### src/logic/pbs_pkg.sv
package pbs_pkg;

	// device register addresses, 16-bit data in the low half of the word
	localparam logic [31:0] DEV_STANDBY_CONTROL_FOUR = 32'hF80A0004;
	localparam logic [31:0] DEV_PHY_CLOCK_DIVIDER_REG = 32'hF80A000C;
	localparam logic [31:0] DEV_FREQUENCY_CONTROL_REG = 32'hF815FF80;
	localparam logic [31:0] DEV_PORT_C_FUNCTION_HIGH_2 = 32'hF805002A;
	localparam logic [31:0] DEV_PORT_C_FUNCTION_LOW_1 = 32'hF805002C;
	localparam logic [31:0] DEV_PORT_C_FUNCTION_LOW_2 = 32'hF805002E;
	localparam logic [31:0] DEV_PHY_INTERFACE_BLOCK_CONTROL_REG = 32'hF8490000;
	localparam logic [31:0] DEV_PHY_INTERFACE_BLOCK_ID_ONE = 32'hF8490004;
	localparam logic [31:0] DEV_PHY_INTERFACE_BLOCK_ID_TWO = 32'hF8490008;
	localparam logic [31:0] DEV_PHY_INTERFACE_BLOCK_ADDRESS = 32'hF849000C;
	localparam logic [31:0] DEV_PHY_INTERFACE_BLOCK_STATUS_REG = 32'hF8490010;

	// port c pin function values
	localparam logic [15:0] PORT_EMB_HIGH_2 = 16'h0000;
	localparam logic [15:0] PORT_EMB_LOW_1 = 16'h0000;
	localparam logic [15:0] PORT_EMB_LOW_2 = 16'hFF00;
	localparam logic [15:0] PORT_EXT_HIGH_2 = 16'h0155;
	localparam logic [15:0] PORT_EXT_LOW_1 = 16'h5555;
	localparam logic [15:0] PORT_EXT_LOW_2 = 16'h5555;

	// device control and status field positions
	localparam int CR_FIXED_BIT = 15;
	localparam int CR_RESET_BIT = 14;
	localparam int CR_CLKSEL_BIT = 13;
	localparam int SR_POWERUP_BIT = 15;
	localparam int STOP_BIT_POS = 0;
	localparam logic [2:0] MODE_RESERVED = 3'h5;
	localparam logic [2:0] MODE_RESET_VALUE = 3'h6;

	// own register offsets
	localparam logic [7:0] OFS_CTRL = 8'h00;
	localparam logic [7:0] OFS_STATUS = 8'h04;
	localparam logic [7:0] OFS_IRQ_STATUS = 8'h08;
	localparam logic [7:0] OFS_IRQ_MASK = 8'h0C;
	localparam logic [7:0] OFS_IDENT = 8'h10;
	localparam logic [7:0] OFS_PHY_ADDR = 8'h14;
	localparam logic [7:0] OFS_CLOCK = 8'h18;

	// own control fields
	localparam int CTRL_START_BIT = 0;
	localparam int CTRL_EXT_BIT = 1;
	localparam int CTRL_INTCLK_BIT = 2;
	localparam int CTRL_MODE_LSB = 4;
	localparam int IRQ_DONE_BIT = 0;
	localparam int IRQ_REFUSED_BIT = 1;
	localparam int IRQ_WIDTH = 2;

	// timing
	localparam int CLK_PERIOD_NS = 40;
	localparam int RST_HOLD_NS = 100000;
	localparam int REL_WAIT_MS = 20;
	localparam int RST_HOLD_CYCLES = RST_HOLD_NS / CLK_PERIOD_NS + 1;
	localparam int REL_WAIT_CYCLES = REL_WAIT_MS * 1000000 / CLK_PERIOD_NS + 1;
	localparam int TIMER_WIDTH = 20;

	typedef enum logic [4:0] {
		ST_IDLE = 5'h00,
		ST_STOP_RD = 5'h01,
		ST_STOP_WR = 5'h02,
		ST_PWR_POLL = 5'h03,
		ST_PORT_H2 = 5'h04,
		ST_PORT_L1 = 5'h05,
		ST_PORT_L2 = 5'h06,
		ST_FRQ_WR = 5'h07,
		ST_MCLK_WR = 5'h08,
		ST_ID1_WR = 5'h09,
		ST_ID2_WR = 5'h0A,
		ST_ADDR_WR = 5'h0B,
		ST_CTRL_RST = 5'h0C,
		ST_RST_WAIT = 5'h0D,
		ST_CTRL_REL = 5'h0E,
		ST_REL_WAIT = 5'h0F,
		ST_DONE = 5'h10
	} pbs_state_t;

	typedef struct packed {
		logic write;
		logic [31:0] addr;
		logic [15:0] wdata;
	} pbs_req_t;

endpackage

### src/logic/pbs_seq.sv
// The APB register port was decided locally.
`timescale 1ns/1ps
`default_nettype none

// Behaviour
// - embedded phy: first clear the interface stop bit in standby control, only if set
// - embedded phy: poll the phy status register until the power-up flag reads 0
// - embedded phy: port c high 2, low 1 to 0000, low 2 to FF00
// - internal clock: program frequency and divider before phy reset
// - write identifier defaults and phy address before the control write
// - enter reset writing reset bit 0 plus the chosen mode bits
// - hold phy reset longer than 100 us before release
// - release by setting only the reset bit to 1, other bits unchanged
// - wait longer than 20 ms after release before any phy access
// - afterwards all embedded phy setup uses mii management frames
// - external phy: port c high 2 to 0155, both low to 5555
// - external phy then configured by mii management frames
module pbs_seq import pbs_pkg::*; #(
	parameter int REL_WAIT = REL_WAIT_CYCLES,
	parameter int STOP_BIT = STOP_BIT_POS
) (
	input wire logic pclk,
	input wire logic presetn,
	input wire logic psel,
	input wire logic penable,
	input wire logic pwrite,
	input wire logic [7:0] paddr,
	input wire logic [31:0] pwdata,
	output logic [31:0] prdata,
	output logic pready,
	output logic pslverr,
	output logic irq,
	output logic m_psel,
	output logic m_penable,
	output logic m_pwrite,
	output logic [31:0] m_paddr,
	output logic [31:0] m_pwdata,
	input wire logic [31:0] m_prdata,
	input wire logic m_pready
);

	pbs_state_t state;
	pbs_state_t next_state;
	pbs_req_t req;

	logic cfg_ext;
	logic cfg_intclk;
	logic [2:0] cfg_mode;
	logic [15:0] id_one;
	logic [15:0] id_two;
	logic [4:0] phy_addr;
	logic [15:0] frq_val;
	logic [7:0] mclk_val;
	logic [15:0] stop_val;
	logic [IRQ_WIDTH-1:0] irq_st;
	logic [IRQ_WIDTH-1:0] irq_mask;
	logic seq_done;
	logic timer_expired;

	// slave decode
	wire setup = psel & ~penable;
	wire wr_en = psel & penable & pready & pwrite;
	wire hit_ctrl = (paddr == OFS_CTRL);
	wire hit_status = (paddr == OFS_STATUS);
	wire hit_irq_st = (paddr == OFS_IRQ_STATUS);
	wire hit_irq_mask = (paddr == OFS_IRQ_MASK);
	wire hit_ident = (paddr == OFS_IDENT);
	wire hit_addr = (paddr == OFS_PHY_ADDR);
	wire hit_clock = (paddr == OFS_CLOCK);
	wire mapped = hit_ctrl | hit_status | hit_irq_st | hit_irq_mask | hit_ident | hit_addr |
		hit_clock;
	wire busy = (state != ST_IDLE);
	// config stays frozen while a sequence runs so the device sees one consistent set
	wire cfg_wr = wr_en & ~busy;
	wire start_wr = wr_en & hit_ctrl & pwdata[CTRL_START_BIT];
	wire [2:0] wr_mode = pwdata[CTRL_MODE_LSB +: 3];
	wire start_ok = start_wr & ~busy & (wr_mode != MODE_RESERVED);
	wire start_bad = start_wr & (busy | (wr_mode == MODE_RESERVED));

	wire [31:0] rd_ctrl = {25'h0, cfg_mode, 1'b0, cfg_intclk, cfg_ext, 1'b0};
	wire [31:0] rd_status = {22'h0, state, 3'h0, seq_done, busy};
	wire [31:0] rdata =
		hit_ctrl ? rd_ctrl :
		hit_status ? rd_status :
		hit_irq_st ? {30'h0, irq_st} :
		hit_irq_mask ? {30'h0, irq_mask} :
		hit_ident ? {id_two, id_one} :
		hit_addr ? {27'h0, phy_addr} :
		hit_clock ? {8'h0, mclk_val, frq_val} : 32'h0;

	// master side
	wire xfer_done = m_psel & m_penable & m_pready;
	wire wait_state = (state == ST_IDLE) | (state == ST_RST_WAIT) | (state == ST_REL_WAIT) |
		(state == ST_DONE);
	wire launch = ~wait_state & ~m_psel;
	wire stop_set = m_prdata[STOP_BIT];
	wire flag_clear = ~m_prdata[SR_POWERUP_BIT];
	wire clksel = ~cfg_intclk;
	wire [15:0] ctrl_word = {1'b1, 1'b0, clksel, 10'h0, cfg_mode};
	wire [15:0] stop_clr = stop_val & ~(16'h1 << STOP_BIT);
	wire timer_load = xfer_done & ((state == ST_CTRL_RST) | (state == ST_CTRL_REL));
	wire [TIMER_WIDTH-1:0] timer_count = (state == ST_CTRL_RST) ?
		TIMER_WIDTH'(RST_HOLD_CYCLES) : TIMER_WIDTH'(REL_WAIT);
	wire seq_finish = (state == ST_DONE);
	wire [IRQ_WIDTH-1:0] irq_set = {start_bad, seq_finish};
	wire [IRQ_WIDTH-1:0] irq_clr = (wr_en & hit_irq_st) ? pwdata[IRQ_WIDTH-1:0] :
		{IRQ_WIDTH{1'b0}};

	always_comb begin
		req = '{write: 1'b1, addr: 32'h0, wdata: 16'h0};
		unique case (state)
			ST_STOP_RD: req = '{write: 1'b0, addr: DEV_STANDBY_CONTROL_FOUR, wdata: 16'h0};
			ST_STOP_WR: req = '{write: 1'b1, addr: DEV_STANDBY_CONTROL_FOUR, wdata: stop_clr};
			ST_PWR_POLL: req = '{write: 1'b0, addr: DEV_PHY_INTERFACE_BLOCK_STATUS_REG, wdata: 16'h0};
			ST_PORT_H2: req = '{write: 1'b1, addr: DEV_PORT_C_FUNCTION_HIGH_2,
				wdata: cfg_ext ? PORT_EXT_HIGH_2 : PORT_EMB_HIGH_2};
			ST_PORT_L1: req = '{write: 1'b1, addr: DEV_PORT_C_FUNCTION_LOW_1,
				wdata: cfg_ext ? PORT_EXT_LOW_1 : PORT_EMB_LOW_1};
			ST_PORT_L2: req = '{write: 1'b1, addr: DEV_PORT_C_FUNCTION_LOW_2,
				wdata: cfg_ext ? PORT_EXT_LOW_2 : PORT_EMB_LOW_2};
			ST_FRQ_WR: req = '{write: 1'b1, addr: DEV_FREQUENCY_CONTROL_REG, wdata: frq_val};
			ST_MCLK_WR: req = '{write: 1'b1, addr: DEV_PHY_CLOCK_DIVIDER_REG,
				wdata: {8'h0, mclk_val}};
			ST_ID1_WR: req = '{write: 1'b1, addr: DEV_PHY_INTERFACE_BLOCK_ID_ONE, wdata: id_one};
			ST_ID2_WR: req = '{write: 1'b1, addr: DEV_PHY_INTERFACE_BLOCK_ID_TWO, wdata: id_two};
			ST_ADDR_WR: req = '{write: 1'b1, addr: DEV_PHY_INTERFACE_BLOCK_ADDRESS,
				wdata: {11'h0, phy_addr}};
			ST_CTRL_RST: req = '{write: 1'b1, addr: DEV_PHY_INTERFACE_BLOCK_CONTROL_REG, wdata: ctrl_word};
			ST_CTRL_REL: req = '{write: 1'b1, addr: DEV_PHY_INTERFACE_BLOCK_CONTROL_REG,
				wdata: ctrl_word | (16'h1 << CR_RESET_BIT)};
			default: req = '{write: 1'b1, addr: 32'h0, wdata: 16'h0};
		endcase
	end

	always_comb begin
		next_state = state;
		unique case (state)
			ST_IDLE:
				if (start_ok)
					next_state = pwdata[CTRL_EXT_BIT] ? ST_PORT_H2 : ST_STOP_RD;
			ST_STOP_RD:
				if (xfer_done)
					next_state = stop_set ? ST_STOP_WR : ST_PWR_POLL;
			ST_STOP_WR:
				if (xfer_done)
					next_state = ST_PWR_POLL;
			ST_PWR_POLL:
				if (xfer_done & flag_clear)
					next_state = ST_PORT_H2;
			ST_PORT_H2:
				if (xfer_done)
					next_state = ST_PORT_L1;
			ST_PORT_L1:
				if (xfer_done)
					next_state = ST_PORT_L2;
			ST_PORT_L2:
				if (xfer_done) begin
					// external phy: its own registers are left to mii frames by software
					if (cfg_ext)
						next_state = ST_DONE;
					else
						next_state = cfg_intclk ? ST_FRQ_WR : ST_ID1_WR;
				end
			ST_FRQ_WR:
				if (xfer_done)
					next_state = ST_MCLK_WR;
			ST_MCLK_WR:
				if (xfer_done)
					next_state = ST_ID1_WR;
			ST_ID1_WR:
				if (xfer_done)
					next_state = ST_ID2_WR;
			ST_ID2_WR:
				if (xfer_done)
					next_state = ST_ADDR_WR;
			ST_ADDR_WR:
				if (xfer_done)
					next_state = ST_CTRL_RST;
			ST_CTRL_RST:
				if (xfer_done)
					next_state = ST_RST_WAIT;
			ST_RST_WAIT:
				if (timer_expired)
					next_state = ST_CTRL_REL;
			ST_CTRL_REL:
				if (xfer_done)
					next_state = ST_REL_WAIT;
			ST_REL_WAIT:
				if (timer_expired)
					next_state = ST_DONE;
			ST_DONE:
				next_state = ST_IDLE;
			default:
				next_state = ST_IDLE;
		endcase
	end

	pbs_wait_timer #(
		.WIDTH(TIMER_WIDTH)
	) u_timer (
		.pclk(pclk),
		.presetn(presetn),
		.load(timer_load),
		.count(timer_count),
		.expired(timer_expired)
	);

	always_ff @(posedge pclk or negedge presetn) begin
		if (!presetn) begin
			state <= ST_IDLE;
			stop_val <= 16'h0;
			seq_done <= 1'b0;
		end else begin
			state <= next_state;
			if (xfer_done & (state == ST_STOP_RD))
				stop_val <= m_prdata[15:0];
			// a new start clears the done flag; finishing sets it
			if (seq_finish)
				seq_done <= 1'b1;
			else if (start_ok)
				seq_done <= 1'b0;
		end
	end

	// master: request held unchanged from setup until pready is seen
	always_ff @(posedge pclk or negedge presetn) begin
		if (!presetn) begin
			m_psel <= 1'b0;
			m_penable <= 1'b0;
			m_pwrite <= 1'b0;
			m_paddr <= 32'h0;
			m_pwdata <= 32'h0;
		end else if (launch) begin
			m_psel <= 1'b1;
			m_penable <= 1'b0;
			m_pwrite <= req.write;
			m_paddr <= req.addr;
			m_pwdata <= {16'h0, req.wdata};
		end else if (m_psel & ~m_penable) begin
			m_penable <= 1'b1;
		end else if (xfer_done) begin
			m_psel <= 1'b0;
			m_penable <= 1'b0;
		end
	end

	// slave: one wait-free access phase, answer registered in setup
	always_ff @(posedge pclk or negedge presetn) begin
		if (!presetn) begin
			pready <= 1'b0;
			pslverr <= 1'b0;
			prdata <= 32'h0;
		end else begin
			pready <= setup;
			pslverr <= setup & ~mapped;
			prdata <= (setup & ~pwrite) ? rdata : 32'h0;
		end
	end

	always_ff @(posedge pclk or negedge presetn) begin
		if (!presetn) begin
			cfg_ext <= 1'b0;
			cfg_intclk <= 1'b0;
			cfg_mode <= MODE_RESET_VALUE;
			id_one <= 16'h0;
			id_two <= 16'h0;
			phy_addr <= 5'h0;
			frq_val <= 16'h0;
			mclk_val <= 8'h0;
			irq_mask <= '0;
		end else begin
			if (start_ok) begin
				cfg_ext <= pwdata[CTRL_EXT_BIT];
				cfg_intclk <= pwdata[CTRL_INTCLK_BIT];
				cfg_mode <= wr_mode;
			end
			if (cfg_wr & hit_ident) begin
				id_one <= pwdata[15:0];
				id_two <= pwdata[31:16];
			end
			if (cfg_wr & hit_addr)
				phy_addr <= pwdata[4:0];
			if (cfg_wr & hit_clock) begin
				frq_val <= pwdata[15:0];
				mclk_val <= pwdata[23:16];
			end
			if (wr_en & hit_irq_mask)
				irq_mask <= pwdata[IRQ_WIDTH-1:0];
		end
	end

	// set beats clear so an event in the clearing cycle survives
	always_ff @(posedge pclk or negedge presetn) begin
		if (!presetn) begin
			irq_st <= '0;
			irq <= 1'b0;
		end else begin
			irq_st <= (irq_st & ~irq_clr) | irq_set;
			irq <= |(((irq_st & ~irq_clr) | irq_set) & irq_mask);
		end
	end

endmodule

`default_nettype wire

### src/logic/pbs_wait_timer.sv
`timescale 1ns/1ps
`default_nettype none

module pbs_wait_timer import pbs_pkg::*; #(
	parameter int WIDTH = TIMER_WIDTH
) (
	input wire logic pclk,
	input wire logic presetn,
	input wire logic load,
	input wire logic [WIDTH-1:0] count,
	output logic expired
);

	logic [WIDTH-1:0] remain;
	wire last_tick = (remain == WIDTH'(1));

	always_ff @(posedge pclk or negedge presetn) begin
		if (!presetn) begin
			remain <= '0;
			expired <= 1'b0;
		end else begin
			if (load)
				remain <= count;
			else if (remain != '0)
				remain <= remain - WIDTH'(1);
			expired <= last_tick & ~load;
		end
	end

endmodule

`default_nettype wire

### config.mk
export PLATFORM = sky130hd
export DESIGN_NAME = pbs_seq
export DESIGN_NICKNAME = d
export VERILOG_FILES = /design/src/logic/pbs_pkg.sv /design/src/logic/pbs_seq.sv /design/src/logic/pbs_wait_timer.sv
export SDC_FILE = /design/constraint.sdc
export NUM_CORES = 1
export LEC_CHECK = 0
export ABC_AREA = 1
export BUFFER_PORTS_ARGS = -buffer_cell sky130_fd_sc_hd__buf_2
export CAP_MARGIN = 20
export CORE_MARGIN = 4
export CORE_UTILIZATION = 50
export CTS_BUF_LIST = sky130_fd_sc_hd__clkbuf_2
export CTS_CLUSTER_SIZE = 10
export DETAILED_ROUTE_END_ITERATION = 10
export PLACE_DENSITY_LB_ADDON = 0.25
export SLEW_MARGIN = 30
export SYNTH_ARGS = -nofsm -noshare
export SYNTH_HDL_FRONTEND = slang
export SYNTH_SLANG_ARGS = --single-unit
export TNS_END_PERCENT = 30
### constraint.sdc
create_clock -name pclk -period 2.3 [get_ports pclk]
set_input_delay 0.115 -clock pclk [delete_from_list [all_inputs] [get_ports pclk]]
set_output_delay 0.115 -clock pclk [all_outputs]
set_load 0.05 [all_outputs]
Yosys cells after proc, flatten, opt, wreduce, memory -nomap -nowiden
Cells that the tools add are included.

word-level totals
  register bits after elaboration = 199
  input port bits = 78
  output and inout port bits = 102
  word-level logic and storage cells = 172

cells by class
  add/subtract/negate cells = 1
  equality and inequality tests = 42
  multiplexer cells = 44
  bitwise gates (word level) = 50
  reduce and logical (&&, ||, !) cells = 11

operators with widths
  cell                                                   count
  one-hot mux 49 bit (13 select lines)                   1
  2-to-1 mux 32 bit                                      6
  2-to-1 mux 5 bit                                       17
  one-hot mux 5 bit (16 select lines)                    1
  2-to-1 mux 24 bit                                      2
  equality test 5 x 4 -> 1 bit (second input constant)   8
  2-to-1 mux 20 bit                                      2
  != test 2 bit (second input constant)                  15
  AND 1 bit                                              25
  equality test 8 x 5 -> 1 bit (second input constant)   3
  equality test 20 x 1 -> 1 bit (second input constant)  1
  equality test 5 x 3 -> 1 bit (second input constant)   4
  nonzero test 20 bit                                    1
  subtractor 20 x 1 -> 20 bit (second input constant)    1
  2-to-1 mux 19 bit                                      1
  equality test 8 x 4 -> 1 bit (second input constant)   2
  2-to-1 mux 16 bit                                      1
  AND reduction 16 bit                                   1
  2-to-1 mux 15 bit                                      1
  bitwise OR 1 bit                                       11
  equality test 5 x 2 -> 1 bit (second input constant)   2
  inverter 1 bit                                         10
  2-to-1 mux 9 bit                                       1
  equality test 8 x 3 -> 1 bit (second input constant)   1
  other kinds (19)                                       30

Depth between registers and ports, before layout
  depth in word-level cells = 10
  gate-level depth with buffers = 11
  depth with buffers taken out = 11

Modules after synthesis
Synthesis repeated with hierarchy kept, for this count alone.

second synthesis, totals
  cells, all modules = 1158
  area, all modules = 9041.2 sq um

modules (own cells, without submodules)
  module          instances  cells an instance  area each (sq um)  sequential area each (sq um)
  pbs_seq         1          938                7553.5             3931.3
  pbs_wait_timer  1          220                1487.7             525.5

Least setup slack after synthesis
Ideal clock, no wire load.

  kind = register -> register
  from = reg m_psel
  to = reg stop_val[11]
  setup time = 0.128 ns
  data arrival time = 1.736 ns
  data required time = 2.172 ns
  path slack = 0.437 ns
  cell stages (with the launch flop) = 6
  path buffers = 1
  period minus slack after synthesis = 1.863 ns
  path through = dfrtp_1 nand3_1 inv_1 nand3_4 buf_2 mux2_1

between the ends
  cells in the longest elaborated chain, start to end = 3

ends and longest elaborated chain
  what                    line            text
  from (decl)             pbs_seq.sv:33   output logic m_psel,
  from (signal assigned)  pbs_seq.sv:228  m_psel <= 1'b0;
  from (signal assigned)  pbs_seq.sv:234  m_psel <= 1'b1;
  from (signal assigned)  pbs_seq.sv:242  m_psel <= 1'b0;
  AND 1 bit (2 in a row)  pbs_seq.sv:92   wire xfer_done = m_psel & m_penable & m_pready;
  AND 1 bit               pbs_seq.sv:215  if (xfer_done & (state == ST_STOP_RD))
  to (signal assigned)    pbs_seq.sv:216  stop_val <= m_prdata[15:0];
  to (decl)               pbs_seq.sv:54   logic [15:0] stop_val;

No other way between the ends.
A chain may end at the register's enable or synchronous reset.

Worst setup path in the final report
  from = in paddr[6]
  to = reg prdata[4]

between the ends
  cells in the longest elaborated chain, start to end = 9
  elaborated cells on any way between the ends = 15
  those cells by class = 6 x eq/ne; 8 x mux; 1 x reduce/logical

ends and longest elaborated chain
  what                          line            text
  from (decl)                   pbs_seq.sv:27   input wire logic [7:0] paddr,
  equality test 8 x 5 -> 1 bit  pbs_seq.sv:69   wire hit_clock = (paddr == OFS_CLOCK);
  2-to-1 mux 24 bit             pbs_seq.sv:89   hit_clock ? {8'h0, mclk_val, frq_val} : 32'h0;
  2-to-1 mux 24 bit             pbs_seq.sv:88   hit_addr ? {27'h0, phy_addr} :
  2-to-1 mux 32 bit             pbs_seq.sv:87   hit_ident ? {id_two, id_one} :
  2-to-1 mux 32 bit             pbs_seq.sv:86   hit_irq_mask ? {30'h0, irq_mask} :
  2-to-1 mux 32 bit             pbs_seq.sv:85   hit_irq_st ? {30'h0, irq_st} :
  2-to-1 mux 32 bit             pbs_seq.sv:84   hit_status ? rd_status :
  2-to-1 mux 32 bit *           pbs_seq.sv:83   hit_ctrl ? rd_ctrl :
  2-to-1 mux 32 bit *           pbs_seq.sv:256  prdata <= (setup & ~pwrite) ? rdata : 32'h0;
  to (signal assigned)          pbs_seq.sv:256
  to (decl)                     pbs_seq.sv:29   output logic [31:0] prdata,

Every way passes the cells marked *; elsewhere a longest branch is shown, timed or not.

==> results.json <==
{
  "synth_warnings": 0,
  "drc": 0,
  "grt_pass1_vias": 7886,
  "core_area_um2": 17200,
  "crit_top_cell": "dlygate4sd3_1",
  "synth_ff_type": "dfrtp_1",
  "clk_root_buffer_cell": "clkbuf_2",
  "tightest_slew_ns": 0.504,
  "hold_class": "primary input to flip-flop",
  "dp_slack_ns": 0.275,
  "layout_setup_ws_ns": 0.119,
  "start_util_pct": 51.0,
  "drt_iter0_markers": 581,
  "syn_avg_cell_area_um2": 8.04,
  "yosysTopAreaCell": "dfrtp_1",
  "grt_setup_unrepaired": "no",
  "synthMuxAreaShare_pct": 2.18,
  "area_growth_pct": 22.2,
  "die_h_um": 141,
  "antenna_found_initial": 1,
  "endpoint_kind": "flip-flop",
  "num_vias": 8077,
  "final_core_util_pct": 62.3,
  "h-tree-depth": 4,
  "fmax_ghz": 0.459,
  "worstPathMaxFanout": 6,
  "grt_max_degree": 65,
  "synthesis.area_um2": 8780,
  "postRouteAntennaNets": 0,
  "drive_gt1_share_pct": 18.5,
  "p_leak_nw": 5.66,
  "fin_crit_sh_pct": 94.8,
  "die_area_um2": 19800,
  "layout.nets": 1389,
  "drt_wl_total_mm": 26.1,
  "skew_ns": 0.0439,
  "synth_top_area_share_pct": 50.1,
  "gr-total-overflow": 0,
  "ios": 180,
  "firstDrtPassIters": 6,
  "drv_slew": 0,
  "synth-simple-area-share_pct": 26.2,
  "cp-start-kind": "primary input",
  "die_w_um": 141,
  "drt-vias-per-instance": 5.22,
  "grt_util_all_layers_pct": 27.2,
  "synth_compound_area_share_pct": 9.74,
  "hold_violations": 0,
  "power_density_nw_per_um2": 946,
  "place_hpwl_mm": 18.5,
  "io_buffers": 140,
  "synth_top_family_by_area": "simple AND/OR/NAND/NOR gates",
  "rows": 48,
  "design_area_um2": 10700,
  "synth_cell_types": 39,
  "cpMaxStageDelayCell": "dlygate4sd3_1",
  "gp_congestion": 0.957,
  "setup-tns-final_ns": 0,
  "critPathMaxStageDelay_ns": 0.67,
  "synth_xor_area_share_pct": 1.40,
  "synth_area_leaders": "dfrtp_1 (50%), nand2_1 (15%), o21ai_0 (4.2%)",
  "seq_area_frac_synth_pct": 50.7,
  "placedInstanceArea_um2": 9600,
  "ir_drop_mv": 0.793,
  "outcome": "complete, no violations",
  "setup_viol_count_final": 0,
  "drv_cap": 0,
  "grt_pass1_wl_mm": 42.2,
  "multi_input_area_um2": 3600,
  "maxSlewHeadroom_pct": 66.4,
  "postCtsSetupBuffers": 0,
  "synth_fa_ha_area_share_pct": 0.427,
  "ys_async_sr_fraction_pct": 100,
  "holdWs_ns": 0.0638,
  "critPathArrivalTime_ns": 2.91,
  "path_cells": "dlygate4sd3_1 > buf_2 > inv_1 > nand2_1 > dlygate4sd3_1 > nor2_4 > inv_1 > nor2_2 > dlygate4sd3_1 > nand2_1 > a41oi_1",
  "cts_tree": "done",
  "synth_edf_count": 0,
  "period_minus_slack_ns": 2.18,
  "cp.required_ns": 3.03,
  "postSynthCellCount": 1092,
  "clk_path_buf_depth": 2,
  "clock_latency_ns": 0.80,
  "fillers": 1538,
  "yosys_register_bits": 178,
  "path_clk_slew_ns": 0.30,
  "regArea_um2": 4460,
  "cts_sinks": 178,
  "cts_buffers": 17,
  "crit_type": "primary input to flip-flop",
  "wl_per_cell_um": 16.9
}
[power by group]
part | switching (mW) | internal [mW] | total, mW | leakage (nW)
clock network | 1.30 | 0.477 | 1.78 | 0.159
registers | 0.423 | 3.66 | 4.08 | 2.37
logic | 3.07 | 1.22 | 4.29 | 3.13
total | 4.80 | 5.35 | 10.2 | 5.66
[Yosys cell counts, types with 3 or more instances]
cell type / n
xor2_1: 10
nand2_1: 345
mux2_2: 8
nand3_2: 3
o21ai_0: 74
nor2_2: 11
o22ai_1: 5
ha_1: 3
a21oi_1: 45
nand4_1: 16
xnor2_1: 4
nand2_2: 6
nor3_1: 17
nor2_4: 5
dfrtp_1: 176
buf_2: 18
nand3_1: 50
inv_1: 92
o21ai_1: 27
buf_4: 37
mux2_1: 9
clkbuf_1: 10
inv_2: 10
nor2_1: 90
[metrics by stage]
stage | std cells | power [mW]
after floorplan | 1114 | 7.31
after global placement | 1432 | 8.28
after detailed placement | 1432 | 8.31
after CTS | 1546 | 10.2
after global routing | 1548 | 10.8
final | 1548 | 10.2
[worst max-delay path: cells and delay by family]
family / cells / cell delay, ns
AO/OA/AOI/OAI: 1 / 0.20
AND/OR/NAND/NOR: 4 / 0.49
buffers and inverters: 6 / 2.10
[path summary, 6_finish.rpt]
check	start	end	slack, ns	cells after the start
min in group asynchronous	presetn	pslverr	0.36	4
worst max-delay path	paddr[6]	prdata[4]	0.12	11
worst min-delay path	m_prdata[14]	stop_val[14]	0.06	3
worst min register to register	m_pwdata[5]	m_pwdata[5]	0.52	2
worst max register to register	state[0]	state[0]	0.25	9
max in group asynchronous	presetn	cfg_mode[1]	1.57	4
[routing by layer]
layer / GRT usage, % / vias to the layer above / share of wire [%]
li1: - / 3872 / -
met5: 0 / - / 0
met4: 11.1 / 0 / 3.4
met1: 36.3 / 3852 / 41
met2: 44.2 / 308 / 48
met3: 4.78 / 45 / 6.7
[placed cells by master, fill, tap and decap left out, types with 11 or more instances in the layout]
cell type,n
nand2_1,345
o21ai_0,73
nand3_1,50
nor3_1,17
buf_4,18
a21oi_1,45
buf_2,139
nand4_1,16
conb_1,23
o21ai_1,28
nor2_1,89
nor2_2,11
dfrtp_1,176
dlygate4sd3_1,80
inv_1,92
clkbuf_2,17
[kinds of logic after synthesis]
logic type | count (synthesis)
flip-flops | 178
other | 1
XOR/XNOR | 14
adder cells (fa/ha/maj) | 3
multiplexers | 17
AND/OR/NAND/NOR | 547
AO/OA/AOI/OAI | 162
buffers and inverters | 170
[sequential cells by signal (all words and copies together), names as in the netlist, 2 cells and up]
name / cells
id_one: 16
u_timer.remain: 20
irq_mask: 2
frq_val: 16
cfg_mode: 3
state: 5
irq_st: 2
id_two: 16
prdata: 32
m_paddr: 12
m_pwdata: 16
mclk_val: 8
phy_addr: 5
stop_val: 15
[final cells by class]
cell class,count,area share [%]
Multi-Input combinational cell,766,33.6
Antenna cell,2,0.0466
Inverter,103,3.61
Sequential cell,178,41.5
Clock buffer,17,0.793
Clock inverter,15,1.78
Tap cell,225,2.62
Timing Repair Buffer,242,16.1
[timing repair]
item / CTS / global route
endpoints found under the hold margin: 307 / 0
hold buffers: 82 / 0
endpoints found under the setup margin: 0 / 6
gates resized for setup: 0 / 4
Power figures use the tool's default switching activity.
